===== config.mk =====
export PLATFORM = sky130hd
export DESIGN_NAME = ss_cap_desc
export DESIGN_NICKNAME = d
export VERILOG_FILES = /design/src/hw/ss_cap_pkg.sv /design/src/hw/ss_cap_desc.sv
export VERILOG_INCLUDE_DIRS = /design/src /design/src/hw
export SDC_FILE = /design/constraint.sdc
export NUM_CORES = 1
export LEC_CHECK = 0
export BUFFER_PORTS_ARGS = -buffer_cell sky130_fd_sc_hd__buf_2
export CORE_ASPECT_RATIO = 1.4
export CORE_UTILIZATION = 34
export CTS_CLUSTER_DIAMETER = 150
export DETAILED_ROUTE_END_ITERATION = 7
export GPL_ROUTABILITY_DRIVEN = 0
export GPL_TIMING_DRIVEN = 0
export SLEW_MARGIN = 20
export SYNTH_ARGS = -nofsm -noshare
export SYNTH_HDL_FRONTEND = slang
export SYNTH_SLANG_ARGS = --single-unit

===== constraint.sdc =====
create_clock -name clock -period 2.5 [get_ports clock]
set_input_delay 0.125 -clock clock [delete_from_list [all_inputs] [get_ports clock]]
set_output_delay 0.125 -clock clock [all_outputs]
set_load 0.01 [all_outputs]

===== src/hw/ss_cap_cfg.svh =====
`ifndef SS_CAP_CFG_SVH
`define SS_CAP_CFG_SVH

// ----------------------------------------------------------------
// descriptor image
// ----------------------------------------------------------------
`define CAP_LEN 8'h0a
`define CAP_SUBTYPE 8'h03
`define CAP_LAST_IDX 8'h09
`define U1_MAX 8'h0a
`define U2_MAX 16'h07ff
`define ATTR_LTM_BIT 1
`define SPEED_SS_BIT 3

// ----------------------------------------------------------------
// register map, byte addresses
// ----------------------------------------------------------------
`define OFF_CTRL 8'h00
`define OFF_SPEED 8'h04
`define OFF_LAT 8'h08
`define OFF_STAT 8'h0c
`define CTRL_LTM_BIT 1
`define SPEED_FUNC_LSB 8
`define LAT_U2_LSB 16
`define STAT_REFUSED_LSB 8
`define STAT_SERVED_LSB 16

// ----------------------------------------------------------------
// reset values and bus answers
// ----------------------------------------------------------------
`define RST_LTM 1'b0
`define RST_SPEEDS 4'h8
`define RST_FUNC 2'h3
`define RST_U1 8'h0a
`define RST_U2 16'h07ff
`define RESP_OKAY 2'h0
`define RESP_SLVERR 2'h2
`endif


===== src/hw/ss_cap_pkg.sv =====
package ss_cap_pkg;
  typedef enum logic [1:0] {
    REQ_BOS_GET,
    REQ_DIRECT_GET,
    REQ_SET
  } req_kind_e;

  typedef struct packed {
    req_kind_e kind;
    logic [7:0] index;
  } desc_req_s;

  typedef struct packed {
    logic [7:0] data;
    logic last;
    logic stall;
  } desc_rsp_s;

  typedef enum logic [1:0] {
    WR_IDLE,
    WR_HAVE_ADDR,
    WR_HAVE_DATA,
    WR_RESP
  } wr_state_e;
endpackage : ss_cap_pkg


===== src/hw/ss_cap_desc.sv =====
// Local design decisions: the AXI4-Lite interface to the registers and the register offsets.
`timescale 1ns/1ps
`include "ss_cap_cfg.svh"
module ss_cap_desc #(
  parameter logic [7:0] DEV_CAP_TYPE = 8'h10
)
(
  input wire logic clock,
  input wire logic rstn,
  input wire logic ce,
  input wire logic [7:0] s_axi_awaddr,
  input wire logic s_axi_awvalid,
  output logic s_axi_awready,
  input wire logic [31:0] s_axi_wdata,
  input wire logic [3:0] s_axi_wstrb,
  input wire logic s_axi_wvalid,
  output logic s_axi_wready,
  output logic [1:0] s_axi_bresp,
  output logic s_axi_bvalid,
  input wire logic s_axi_bready,
  input wire logic [7:0] s_axi_araddr,
  input wire logic s_axi_arvalid,
  output logic s_axi_arready,
  output logic [31:0] s_axi_rdata,
  output logic [1:0] s_axi_rresp,
  output logic s_axi_rvalid,
  input wire logic s_axi_rready,
  input wire logic desc_req_valid,
  input wire ss_cap_pkg::desc_req_s desc_req,
  output logic desc_rsp_valid,
  output ss_cap_pkg::desc_rsp_s desc_rsp,
  output logic cfg_ok
);

  // ----------------------------------------------------------------
  // register state
  // ----------------------------------------------------------------
  logic ltm_q;
  logic ltm_d;
  logic [3:0] speeds_q;
  logic [3:0] speeds_d;
  logic [1:0] func_q;
  logic [1:0] func_d;
  logic [7:0] u1_q;
  logic [7:0] u1_d;
  logic [15:0] u2_q;
  logic [15:0] u2_d;
  logic [7:0] refused_q;
  logic [7:0] refused_d;
  logic [7:0] served_q;
  logic [7:0] served_d;

  // write channel
  ss_cap_pkg::wr_state_e wr_q;
  ss_cap_pkg::wr_state_e wr_d;
  logic [7:0] waddr_q;
  logic [7:0] waddr_d;
  logic [31:0] wdata_q;
  logic [31:0] wdata_d;
  logic [3:0] wstrb_q;
  logic [3:0] wstrb_d;
  logic [1:0] bresp_q;
  logic [1:0] bresp_d;

  // read channel
  logic rvalid_q;
  logic rvalid_d;
  logic [31:0] rdata_q;
  logic [31:0] rdata_d;
  logic [1:0] rresp_q;
  logic [1:0] rresp_d;

  // descriptor answer
  logic rsp_valid_q;
  logic rsp_valid_d;
  ss_cap_pkg::desc_rsp_s rsp_q;
  ss_cap_pkg::desc_rsp_s rsp_d;

  // ----------------------------------------------------------------
  // helpers
  // ----------------------------------------------------------------
  // bit 32 flags a mapped address
  function automatic logic [32:0] reg_word(input logic [7:0] addr);
    logic [32:0] w;
    w = 33'h0;
    if (addr == `OFF_CTRL)
    begin
      w[32] = 1'b1;
      w[`CTRL_LTM_BIT] = ltm_q;
    end
    else if (addr == `OFF_SPEED)
    begin
      w[32] = 1'b1;
      w[3:0] = speeds_q;
      w[`SPEED_FUNC_LSB +: 2] = func_q;
    end
    else if (addr == `OFF_LAT)
    begin
      w[32] = 1'b1;
      w[7:0] = u1_q;
      w[`LAT_U2_LSB +: 16] = u2_q;
    end
    else if (addr == `OFF_STAT)
    begin
      w[32] = 1'b1;
      w[0] = cfg_ok;
      w[`STAT_REFUSED_LSB +: 8] = refused_q;
      w[`STAT_SERVED_LSB +: 8] = served_q;
    end
    return w;
  endfunction : reg_word

  function automatic logic [31:0] merge(input logic [31:0] old,
                                        input logic [31:0] nw,
                                        input logic [3:0] strb);
    logic [31:0] m;
    m = old;
    for (int i = 0; i < 4; i++)
    begin
      if (strb[i])
      begin
        m[i*8 +: 8] = nw[i*8 +: 8];
      end
    end
    return m;
  endfunction : merge

  // image is built live from the registers, low byte first
  function automatic logic [7:0] desc_byte(input logic [7:0] idx);
    logic [7:0] b;
    b = 8'h00;
    case (idx)
      8'h00: b = `CAP_LEN;
      8'h01: b = DEV_CAP_TYPE;
      8'h02: b = `CAP_SUBTYPE;
      8'h03: b[`ATTR_LTM_BIT] = ltm_q;
      8'h04: b[3:0] = speeds_q;
      8'h05: b = 8'h00;
      8'h06: b = {6'h00, func_q};
      8'h07: b = u1_q;
      8'h08: b = u2_q[7:0];
      8'h09: b = u2_q[15:8];
      default: b = 8'h00;
    endcase
    return b;
  endfunction : desc_byte

  // function support must name a supported speed, and 5 gbps is a must
  assign cfg_ok = speeds_q[`SPEED_SS_BIT] && speeds_q[func_q];

  // ----------------------------------------------------------------
  // axi4-lite write
  // ----------------------------------------------------------------
  logic wr_fire;
  logic [7:0] wr_addr;
  logic [31:0] wr_data;
  logic [3:0] wr_strb;
  logic [32:0] wr_old;
  logic [31:0] wr_new;

  always_comb
  begin
    wr_d = wr_q;
    waddr_d = waddr_q;
    wdata_d = wdata_q;
    wstrb_d = wstrb_q;
    bresp_d = bresp_q;
    wr_fire = 1'b0;
    wr_addr = s_axi_awaddr;
    wr_data = s_axi_wdata;
    wr_strb = s_axi_wstrb;
    s_axi_awready = 1'b0;
    s_axi_wready = 1'b0;
    case (wr_q)
      ss_cap_pkg::WR_IDLE:
      begin
        s_axi_awready = ce;
        s_axi_wready = ce;
        if (s_axi_awvalid && s_axi_wvalid)
        begin
          wr_fire = 1'b1;
          wr_d = ss_cap_pkg::WR_RESP;
        end
        else if (s_axi_awvalid)
        begin
          waddr_d = s_axi_awaddr;
          wr_d = ss_cap_pkg::WR_HAVE_ADDR;
        end
        else if (s_axi_wvalid)
        begin
          wdata_d = s_axi_wdata;
          wstrb_d = s_axi_wstrb;
          wr_d = ss_cap_pkg::WR_HAVE_DATA;
        end
      end
      ss_cap_pkg::WR_HAVE_ADDR:
      begin
        s_axi_wready = ce;
        wr_addr = waddr_q;
        if (s_axi_wvalid)
        begin
          wr_fire = 1'b1;
          wr_d = ss_cap_pkg::WR_RESP;
        end
      end
      ss_cap_pkg::WR_HAVE_DATA:
      begin
        s_axi_awready = ce;
        wr_data = wdata_q;
        wr_strb = wstrb_q;
        if (s_axi_awvalid)
        begin
          wr_fire = 1'b1;
          wr_d = ss_cap_pkg::WR_RESP;
        end
      end
      default:
      begin
        if (s_axi_bready)
        begin
          wr_d = ss_cap_pkg::WR_IDLE;
        end
      end
    endcase
    wr_old = reg_word(wr_addr);
    wr_new = merge(wr_old[31:0], wr_data, wr_strb);
    if (wr_fire)
    begin
      bresp_d = wr_old[32] ? `RESP_OKAY : `RESP_SLVERR;
    end
  end

  assign s_axi_bvalid = (wr_q == ss_cap_pkg::WR_RESP);
  assign s_axi_bresp = bresp_q;

  // ----------------------------------------------------------------
  // configuration fields
  // ----------------------------------------------------------------
  // out-of-range latencies clamp to the top legal code so a careless
  // write can never place a reserved value in the image
  always_comb
  begin
    ltm_d = ltm_q;
    speeds_d = speeds_q;
    func_d = func_q;
    u1_d = u1_q;
    u2_d = u2_q;
    if (wr_fire && (wr_addr == `OFF_CTRL))
    begin
      ltm_d = wr_new[`CTRL_LTM_BIT];
    end
    else if (wr_fire && (wr_addr == `OFF_SPEED))
    begin
      speeds_d = wr_new[3:0];
      // indices above 3 name no speed; keep the old one
      if (wr_new[`SPEED_FUNC_LSB +: 8] <= 8'h03)
      begin
        func_d = wr_new[`SPEED_FUNC_LSB +: 2];
      end
    end
    else if (wr_fire && (wr_addr == `OFF_LAT))
    begin
      u1_d = (wr_new[7:0] > `U1_MAX) ? `U1_MAX : wr_new[7:0];
      if (wr_new[`LAT_U2_LSB +: 16] > `U2_MAX)
      begin
        u2_d = `U2_MAX;
      end
      else
      begin
        u2_d = wr_new[`LAT_U2_LSB +: 16];
      end
    end
  end

  // ----------------------------------------------------------------
  // axi4-lite read
  // ----------------------------------------------------------------
  logic [32:0] rd_word;

  assign s_axi_arready = ce && !rvalid_q;

  always_comb
  begin
    rvalid_d = rvalid_q;
    rdata_d = rdata_q;
    rresp_d = rresp_q;
    rd_word = reg_word(s_axi_araddr);
    if (rvalid_q && s_axi_rready)
    begin
      rvalid_d = 1'b0;
    end
    else if (!rvalid_q && s_axi_arvalid)
    begin
      rvalid_d = 1'b1;
      rdata_d = rd_word[31:0];
      rresp_d = rd_word[32] ? `RESP_OKAY : `RESP_SLVERR;
    end
  end

  assign s_axi_rvalid = rvalid_q;
  assign s_axi_rdata = rdata_q;
  assign s_axi_rresp = rresp_q;

  // ----------------------------------------------------------------
  // descriptor byte port
  // ----------------------------------------------------------------
  // one byte per request, answered one cycle later; the control
  // engine walks index 0..9 at its place inside the capability set
  always_comb
  begin
    rsp_valid_d = 1'b0;
    rsp_d = rsp_q;
    refused_d = refused_q;
    served_d = served_q;
    if (desc_req_valid)
    begin
      rsp_valid_d = 1'b1;
      rsp_d.data = 8'h00;
      rsp_d.last = 1'b0;
      rsp_d.stall = 1'b0;
      if (desc_req.kind == ss_cap_pkg::REQ_BOS_GET)
      begin
        // always present in the set, only reachable through it
        rsp_d.data = desc_byte(desc_req.index);
        rsp_d.last = (desc_req.index == `CAP_LAST_IDX);
        rsp_d.stall = (desc_req.index > `CAP_LAST_IDX);
        if (desc_req.index <= `CAP_LAST_IDX)
        begin
          served_d = served_q + 8'h01;
        end
      end
      else
      begin
        // direct get and any set are answered with a stall
        rsp_d.stall = 1'b1;
        if (refused_q != 8'hff)
        begin
          refused_d = refused_q + 8'h01;
        end
      end
    end
  end

  assign desc_rsp_valid = rsp_valid_q;
  assign desc_rsp = rsp_q;

  // ----------------------------------------------------------------
  // state registers
  // ----------------------------------------------------------------
  always_ff @(posedge clock or negedge rstn)
  begin
    if (!rstn)
    begin
      ltm_q <= `RST_LTM;
      speeds_q <= `RST_SPEEDS;
      func_q <= `RST_FUNC;
      u1_q <= `RST_U1;
      u2_q <= `RST_U2;
      refused_q <= 8'h00;
      served_q <= 8'h00;
      wr_q <= ss_cap_pkg::WR_IDLE;
      waddr_q <= 8'h00;
      wdata_q <= 32'h0;
      wstrb_q <= 4'h0;
      bresp_q <= `RESP_OKAY;
      rvalid_q <= 1'b0;
      rdata_q <= 32'h0;
      rresp_q <= `RESP_OKAY;
      rsp_valid_q <= 1'b0;
      rsp_q <= '0;
    end
    else if (ce)
    begin
      ltm_q <= ltm_d;
      speeds_q <= speeds_d;
      func_q <= func_d;
      u1_q <= u1_d;
      u2_q <= u2_d;
      refused_q <= refused_d;
      served_q <= served_d;
      wr_q <= wr_d;
      waddr_q <= waddr_d;
      wdata_q <= wdata_d;
      wstrb_q <= wstrb_d;
      bresp_q <= bresp_d;
      rvalid_q <= rvalid_d;
      rdata_q <= rdata_d;
      rresp_q <= rresp_d;
      rsp_valid_q <= rsp_valid_d;
      rsp_q <= rsp_d;
    end
  end

endmodule : ss_cap_desc


* After elaboration in Yosys (flattened, before gate mapping) *
Cells that the tools add are included.

storage, ports and cells
  register bits = 141
  input bits = 71
  output and inout bits = 53
  word-level logic and storage cells = 157

operators by class
  add/subtract/negate cells = 2
  order comparisons = 6
  eq/ne operators = 21
  multiplexer cells = 71
  bitwise operators = 6
  reduce and logical (&&, ||, !) cells = 32

operator list
  cell                                                                     number
  8-bit 2-to-1 mux                                                         12
  30-bit 2-to-1 mux                                                        2
  8-bit by 4-bit == test with 1-bit output (second input constant)         6
  16-bit 2-to-1 mux                                                        3
  22-bit 2-to-1 mux                                                        2
  8-bit by 3-bit == test with 1-bit output (second input constant)         5
  32-bit 2-to-1 mux                                                        1
  1-bit 2-to-1 mux                                                         26
  8-bit zero test                                                          3
  2-bit 2-to-1 mux                                                         10
  4-bit 2-to-1 mux                                                         5
  4-bit AND reduction                                                      5
  8-bit by 1-bit adder with 8-bit output (second input constant)           2
  8-bit by 2-bit == test with 1-bit output (second input constant)         2
  16-bit by 11-bit > comparator with 1-bit output (second input constant)  1
  8-bit by 4-bit > comparator with 1-bit output (second input constant)    2
  4-bit one-hot mux with 4 select lines                                    1
  7-bit 2-to-1 mux                                                         2
  2-bit one-hot mux with 5 select lines                                    1
  5-bit AND reduction                                                      2
  9-bit 2-to-1 mux                                                         1
  8-bit by 1-bit == test with 1-bit output (second input constant)         1
  8-bit by 2-bit <= comparator with 1-bit output (second input constant)   1
  8-bit by 4-bit <= comparator with 1-bit output (second input constant)   1
  other kinds (20)                                                         41

* Longest topological paths before layout *
Gate-level depths: netlist of the first run.

  depth after elaboration = 10
  mapped depth = 9

* Worst setup path before layout of the first run *
OpenSTA, ideal clock, no wires.

  kind = register to register
  start = reg wr_q[1]
  end = reg u1_q[0]
  setup time = 0.120 ns
  data arrival time = 2.132 ns
  required time = 2.380 ns
  setup slack = 0.248 ns
  cell stages (with the launch flop) = 10
  buffers on the path = 1
  cell sequence = dfrtp_1 inv_1 ha_1 buf_4 mux2i_1 o21ai_0 a21bo_2 a41oi_1 a21o_1 a31o_2

between the ends
  longest elaborated chain between the ends = 10
  elaborated cells on any way between the ends = 28

ends and longest elaborated chain
  element                                                         line                RTL
  start: declaration                                              ss_cap_desc.sv:54   ss_cap_pkg::wr_state_e wr_q;
  start signal: assignment                                        ss_cap_desc.sv:361  wr_q <= ss_cap_pkg::WR_IDLE;
  start signal: assignment                                        ss_cap_desc.sv:381  wr_q <= wr_d;
  2-bit by 1-bit == test with 1-bit output                        ss_cap_desc.sv:174  case (wr_q)
  8-bit 2-to-1 mux                                                ss_cap_desc.sv:174
  8-bit by 4-bit == test with 1-bit output (no source line)       --
  1-bit 2-to-1 mux                                                ss_cap_desc.sv:103  else if (addr == `OFF_STAT)
  1-bit 2-to-1 mux                                                ss_cap_desc.sv:97   else if (addr == `OFF_LAT)
  4-bit 2-to-1 mux                                                ss_cap_desc.sv:91   else if (addr == `OFF_SPEED)
  1-bit 2-to-1 mux                                                ss_cap_desc.sv:86   if (addr == `OFF_CTRL)
  8-bit 2-to-1 mux                                                ss_cap_desc.sv:120  if (strb[i])
  8-bit by 4-bit > comparator with 1-bit output (no source line)  --
  8-bit 2-to-1 mux                                                ss_cap_desc.sv:263  u1_d = (wr_new[7:0] > `U1_MAX) ? `U1_MAX : wr_new[7:0];
  end signal: assignment                                          ss_cap_desc.sv:357  u1_q <= `RST_U1;
  end signal: assignment                                          ss_cap_desc.sv:377  u1_q <= u1_d;
  end: declaration                                                ss_cap_desc.sv:44   logic [7:0] u1_q;

Parallel ways exist; a longest one is shown, timed or not.
A chain may end at the register's enable or synchronous reset.

* Worst setup path in the final report of the first run *
  start = reg waddr_q[1]
  end = reg func_q[1]

between the ends
  longest elaborated chain between the ends = 9
  elaborated cells on any way between the ends = 16

ends and longest elaborated chain
  element                                                       line                RTL
  start: declaration                                            ss_cap_desc.sv:56   logic [7:0] waddr_q;
  start signal: assignment                                      ss_cap_desc.sv:382  waddr_q <= waddr_d;
  8-bit 2-to-1 mux (*)                                          ss_cap_desc.sv:174
  8-bit by 4-bit == test with 1-bit output (no source line)     --
  16-bit 2-to-1 mux                                             ss_cap_desc.sv:103
  8-bit 2-to-1 mux                                              ss_cap_desc.sv:97
  2-bit 2-to-1 mux / 22-bit 2-to-1 mux (equally long branches)  ss_cap_desc.sv:91
  30-bit 2-to-1 mux                                             ss_cap_desc.sv:86
  8-bit 2-to-1 mux                                              ss_cap_desc.sv:120
  8-bit by 2-bit <= comparator with 1-bit output                ss_cap_desc.sv:256  if (wr_new[`SPEED_FUNC_LSB +: 8] <= 8'h03)
  4-bit AND reduction (no source line)                          --
  end signal: assignment                                        ss_cap_desc.sv:356  func_q <= `RST_FUNC;
  end signal: assignment                                        ss_cap_desc.sv:376  func_q <= func_d;
  end: declaration                                              ss_cap_desc.sv:42   logic [1:0] func_q;

Mark *: on every way between the ends. The rest lies on a longest branch, timed or not.

==> results_dict.tcl, run 1 <==
set metrics [dict create \
    cts_tree "done" \
    setup_violations 0 \
    post_dp_cell_area_um2 7710 \
    worstSetupEndpoint "func_q[1]" \
    grt_pass1_wl_um 27900 \
    ant_nets 0 \
    synth_edf_count 0 \
    ys_top_cells_by_area "dfrtp_1, mux2_2, dfstp_2" \
    synth_common_cells "dfrtp_1, nand2_1, mux2_2" \
    start_util 0.349 \
    worst_pin_slew_ps 689 \
    max-vdd-ir-drop_uv 498 \
    timing.hold.ws_ps 42.2 \
    rrSetupSlack_ps 150 \
    synth_top_area_cell "dfrtp_1" \
    fp-row-count 60 \
    avgRoutedWirePerCell_um 16.1 \
    core_region_area_um2 19400 \
    slew_headroom 0.537 \
    cp-start-kind "flip-flop" \
    clock-sinks 139 \
    cts_buffers 17 \
    rsz0062_at_grt "false" \
    clock-root-buffer "clkbuf_16" \
    ys_seq_area_frac 0.517 \
    fin_crit_ps 2350 \
    regToRegStartpoint "waddr_q[1]" \
    clock_path_buffers 2 \
    io-pin-count 124 \
    syn_avg_cell_area_um2 10.7 \
    max_freq_mhz 425 \
    grtUsageTotal 0.178 \
    synth_most_common_cell "dfrtp_1" \
    vias 5411 \
    cp.required_ps 2850 \
    reg2reg_to "func_q[1]" \
    grt_antenna_before_repair 0 \
    num_antenna_cells 0 \
    fin_crit_sh 0.941 \
    synth_top_area_share 0.455 \
    hp-class "in2reg" \
    fillCellCount 1881 \
    dr.pass1.iters 4 \
    dpl.hpwl_um 12900 \
    drt_iter0_drc 233 \
    synthCells 630 \
    status "finished clean" \
    fin_area_um2 8830 \
    die_x_um 121 \
    cts_max_level 4 \
    cp_max_fo 7 \
    routed_wl_um 17400 \
    whs_path_depth 4 \
    grt_pass1_vias 5339 \
    slew_viol_final 0 \
    synthFlopType "dfrtp_1" \
    drv_cap 0 \
    finClkSkew_ps 8.24 \
    layout-drive-gt1-share 0.303 \
    grt_max_degree 82 \
    final_nets 897 \
    power.leakage_uw 0.00404 \
    crit_path_end_kind "flip-flop" \
    yosysWarnings 0 \
    critPathArrivalTime_ps 2700 \
    synth_cell_type_count 62 \
    synth.cell_area_um2 6770 \
    die_h_um 169 \
    clk_latency_ps 420 \
    drt-vias-per-instance 5.01 \
    startpoint "waddr_q[1]" \
    async_flop_share 1.00 \
    die-area_um2 20500 \
    crit_type "reg2reg" \
    hold_violations 0 \
    p_per_area_nw_per_um2 867 \
    grt-ovfl-total 0 \
    area_growth_pct 30.4 \
    r2r_cells 7 \
    ys_ff_latch 139 \
    drc_errors 0 \
    port_buffers 117 \
    clk_pin_slew_ps 60 \
]
## critical path, cell delays in order, from the launching register on
cell     delay [ps]
dfrtp_1         390
or4_4           550
nor4b_4         340
or2_1           160
buf_6           130
nand4_4         120
or2_0           260
o32a_1          340
## layer usage
layer / track usage / vias up / share of wire / routed length, µm
met3: 0.0296 / 27 / 0.037 / 651
met5: 0 / - / 0 / 0
li1: - / 2657 / - / -
met1: 0.221 / 2601 / 0.45 / 7750
met4: 0.0864 / 0 / 0.026 / 447
met2: 0.299 / 126 / 0.49 / 8520
## flip-flops by register name (all words and copies together) (netlist names)
signal          count
u2_q               16
func_q              2
s_axi_rresp         1
ltm_q               1
refused_q           8
desc_rsp_valid      1
s_axi_bresp         1
wstrb_q             4
wdata_q            32
served_q            8
s_axi_rdata        32
u1_q                8
s_axi_rvalid        1
waddr_q             8
desc_rsp           10
wr_q                2
speeds_q            4
## how the worst min path moves through the flow
stage	startpoint	slack, ps	to
finish	s_axi_araddr[0]	40	s_axi_rdata[3]
global route	s_axi_awaddr[3]	60	waddr_q[3]
floorplan	rstn	-170	desc_rsp[0]
global placement	s_axi_awaddr[1]	370	waddr_q[1]
detailed placement	rstn	90	waddr_q[6]
CTS	s_axi_araddr[0]	20	s_axi_rdata[3]
## cell type report
class	instances	area [µm²]	area share
plain buffers	28	138	0.0156
clock buffers	19	433	0.0490
clock inverters	13	143	0.0162
inverters	14	52.6	0.00595
multi-input cells	450	3130	0.354
flip-flops and latches	139	3500	0.396
well taps	248	310	0.0351
repair buffers	170	1130	0.128
## stage by stage
step | setup WS, ps | setup TNS [ps] | power (µW) | util | std cells
2_1_floorplan | 248 | 0 | 4500 | - | 631
3_3_place_gp | -731 | -89940 | 5050 | 0.396 | 996
3_5_place_dp | -287 | -883 | 5100 | 0.398 | 997
4_1_cts | 30.4 | 0 | 7700 | 0.453 | 1075
5_1_grt | 13.3 | 0 | 8090 | 0.456 | 1081
6_report | 147 | 0 | 7660 | 0.456 | 1081
## cell families after synthesis
group,share of synthesized area
and+or+nand+nor,0.144
buffers and inverters,0.0275
muxes,0.143
adders and majority gates,0.0111
xor gates and xnor gates,0.0181
DFF,0.517
AOI/OAI and AO/OA,0.139
other,0.000554
## layout by cell type, fill, tap and decap left out, types with 4 or more instances in the layout
cell             n
o21ai_0         46
xor2_1           5
clkbuf_16       17
dfstp_2         16
mux2i_1         27
nor2_1          34
and3_1           9
nor2b_1         13
a22oi_1          6
inv_1           14
nor3_1           7
ha_1             5
a21oi_1         18
dlygate4sd3_1   46
o31ai_1          5
clkbuf_1        19
o21a_1           4
nand3_1          9
a22o_1          28
buf_4           11
mux2_2          59
xnor2_1          9
nor4_1           8
a21o_1           4
o22ai_1          4
dfrtp_1        123
buf_2          118
nand2_1         97
nand4_1          5
## timing repair
| action | in CTS | in global routing |
|---|---|---|
| gates resized for setup | 5 | 8 |
| hold buffers | 46 | 0 |
| endpoints found under the hold margin | 103 | 0 |
| buffers inserted | 0 | 6 |
| pin swaps | 0 | 3 |
| setup endpoints to repair | 9 | 27 |
| cloned | 0 | 0 |
## where the power goes
part	switching [µW]	internal [µW]
registers	413	2830
clock network	1010	1480
logic	942	990
total	2360	5290
No activity file was read; power rests on OpenSTA's default activity.
==> run 2, diff against run 1 <==
--- a/config.mk
+++ b/config.mk
@@ -8,11 +8,12 @@
 export LEC_CHECK = 0
 export BUFFER_PORTS_ARGS = -buffer_cell sky130_fd_sc_hd__buf_2
 export CORE_ASPECT_RATIO = 1.4
-export CORE_UTILIZATION = 34
+export CORE_UTILIZATION = 46
 export CTS_CLUSTER_DIAMETER = 150
 export DETAILED_ROUTE_END_ITERATION = 7
 export GPL_ROUTABILITY_DRIVEN = 0
 export GPL_TIMING_DRIVEN = 0
+export PLACE_DENSITY = 0.68
 export SLEW_MARGIN = 20
 export SYNTH_ARGS = -nofsm -noshare
 export SYNTH_HDL_FRONTEND = slang
==> run 2 against run 1 <==
Effect of this change: global-route usage grew 5.8 points; via count grew 3.0%; register-to-register slack worse by 50 ps; worst hold slack got worse by 14 ps; sequential share of layout area up 0.28 points; final area down 0.71%.
==> results_dict.tcl, run 2 (synthesis results as in run 1) <==
set metrics [dict create \
    status "finished clean" \
    clockPowerShare 0.329 \
    clk_latency_ps 410 \
    critPathArrivalTime_ps 2730 \
    fin_util 0.607 \
    core_region_area_um2 14400 \
    slowest_stage "dfrtp_1" \
    layout-drive-gt1-share 0.304 \
    crit_type "reg2reg" \
    vias 5574 \
    grtUsageTotal 0.236 \
    cp-start-kind "flip-flop" \
    max_freq_mhz 417 \
    drv_cap 0 \
    num_antenna_cells 0 \
    fin_crit_ps 2400 \
    p_int_uw 5440 \
    post-place-ws_ps -240 \
    die-area_um2 15200 \
    r2r_cells 9 \
    p_per_area_nw_per_um2 890 \
    clock-sinks 139 \
    clk_pin_slew_ps 60 \
    finClkSkew_ps 9.29 \
    power.leakage_uw 0.00406 \
    grt_pass1_vias 5880 \
    fin_area_um2 8770 \
    timing.hold.ws_ps 27.8 \
    start_util 0.469 \
    seqPwrFrac 0.418 \
    clock_path_buffers 2 \
    grt_antenna_before_repair 0 \
    die_h_um 146 \
    worst_pin_slew_ps 705 \
    cp_num_buf_inv 2 \
    clock-root-buffer "clkbuf_16" \
    dr.pass1.iters 7 \
    startpoint "wr_q[0]" \
    grt-ovfl-total 0 \
    slew_viol_final 0 \
    mostFrequentLayoutCell "dfrtp_1" \
    ant_nets 0 \
    avgRoutedWirePerCell_um 17.1 \
    cp_top_family "simple AND/OR/NAND/NOR gates" \
    fillCellCount 1194 \
    netSwitchingPower_uw 2360 \
    crit_cells 9 \
    max_stage_delay_ps 420 \
    drt_iter0_drc 280 \
    switching_share 0.303 \
    die_x_um 105 \
    slew_headroom 0.525 \
    grt_max_degree 104 \
    multi_input_area_um2 3130 \
    grt_pass1_wl_um 28600 \
    layout_common_cells "dfrtp_1, buf_2, nand2_1" \
    drt-vias-per-instance 5.48 \
    path_cells "inv_1, ha_1, buf_4, a21o_1, a22o_1, and2_1, nand4_4, or2_0, o32a_1" \
    final.setup.worst_slack_ps 99.3 \
    register_area_um2 3500 \
    final_nets 895 \
    cp_max_fo 10 \
    max-vdd-ir-drop_uv 600 \
    fin_crit_sh 0.960 \
    power_frac_comb 0.253 \
    setup_violations 0 \
    cts_tree "done" \
    power_uw 7800 \
    rsz0062_at_grt "false" \
    hp-class "in2reg" \
    area_growth_pct 29.5 \
    crit_path_end_kind "flip-flop" \
    post_dp_cell_area_um2 7630 \
    routed_wl_um 17400 \
    hold_violations 0 \
    whs_path_depth 2 \
    port_buffers 117 \
    cp.required_ps 2830 \
    drc_errors 0 \
    fp-row-count 52 \
    cts_max_level 4 \
    dpl.hpwl_um 12700 \
    cts_buffers 17 \
    regToRegStartpoint "wr_q[0]" \
    hp-start "s_axi_awaddr[2]" \
    io-pin-count 124 \
]
[run 2: metal layers]
| layer | routed length [µm] | GRT usage | vias up |
|---|---|---|---|
| met5 | 0 | 0 | - |
| met4 | 397 | 0.0929 | 0 |
| met3 | 753 | 0.0434 | 22 |
| met2 | 9020 | 0.420 | 183 |
| met1 | 7220 | 0.280 | 2726 |
| li1 | - | - | 2643 |
[run 2: area by class of cell]
type                       instances  share of cell area
sequential                       139               0.399
multi-input combinational        450               0.357
timing repair buffer             168               0.126
clock buffer                      21              0.0525
tap                              189              0.0270
clock inverter                     9              0.0158
buffer                            28              0.0158
inverter                          14             0.00599
[run 2: worst paths after layout]
check | to | slack [ps]
worst max-delay path | func_q[1] | 100
worst min-delay path | waddr_q[2] | 30
worst max register to register | func_q[1] | 100
worst min register to register | s_axi_rdata[16] | 470
max in group asynchronous | func_q[1] | 1520
min in group asynchronous | s_axi_rdata[23] | 190
[run 2: per-stage QoR]
| step | TNS (ps) | instances |
|---|---|---|
| 6_report | 0 | 1018 |
| 5_1_grt | 0 | 1018 |
| 3_5_place_dp | -546 | 938 |
| 4_1_cts | 0 | 1012 |
| 3_3_place_gp | -60050 | 937 |
| 2_1_floorplan | 0 | 631 |
[run 2: timing repair]
action / in CTS / in global routing
pin swaps: 0 / 3
hold endpoints to repair: 79 / 0
buffers inserted: 0 / 6
hold buffers: 44 / 0
endpoints found under the setup margin: 6 / 33
gates resized for setup: 4 / 11
[run 2: power groups by stage]
stage               Clock [µW]  Combinational [µW]  Sequential [µW]
floorplan                    0                1370             3120
global placement             0                1770             3220
detailed placement           0                1850             3270
CTS                       2600                1940             3240
global route              2710                2170             3320
finish                    2570                1980             3260
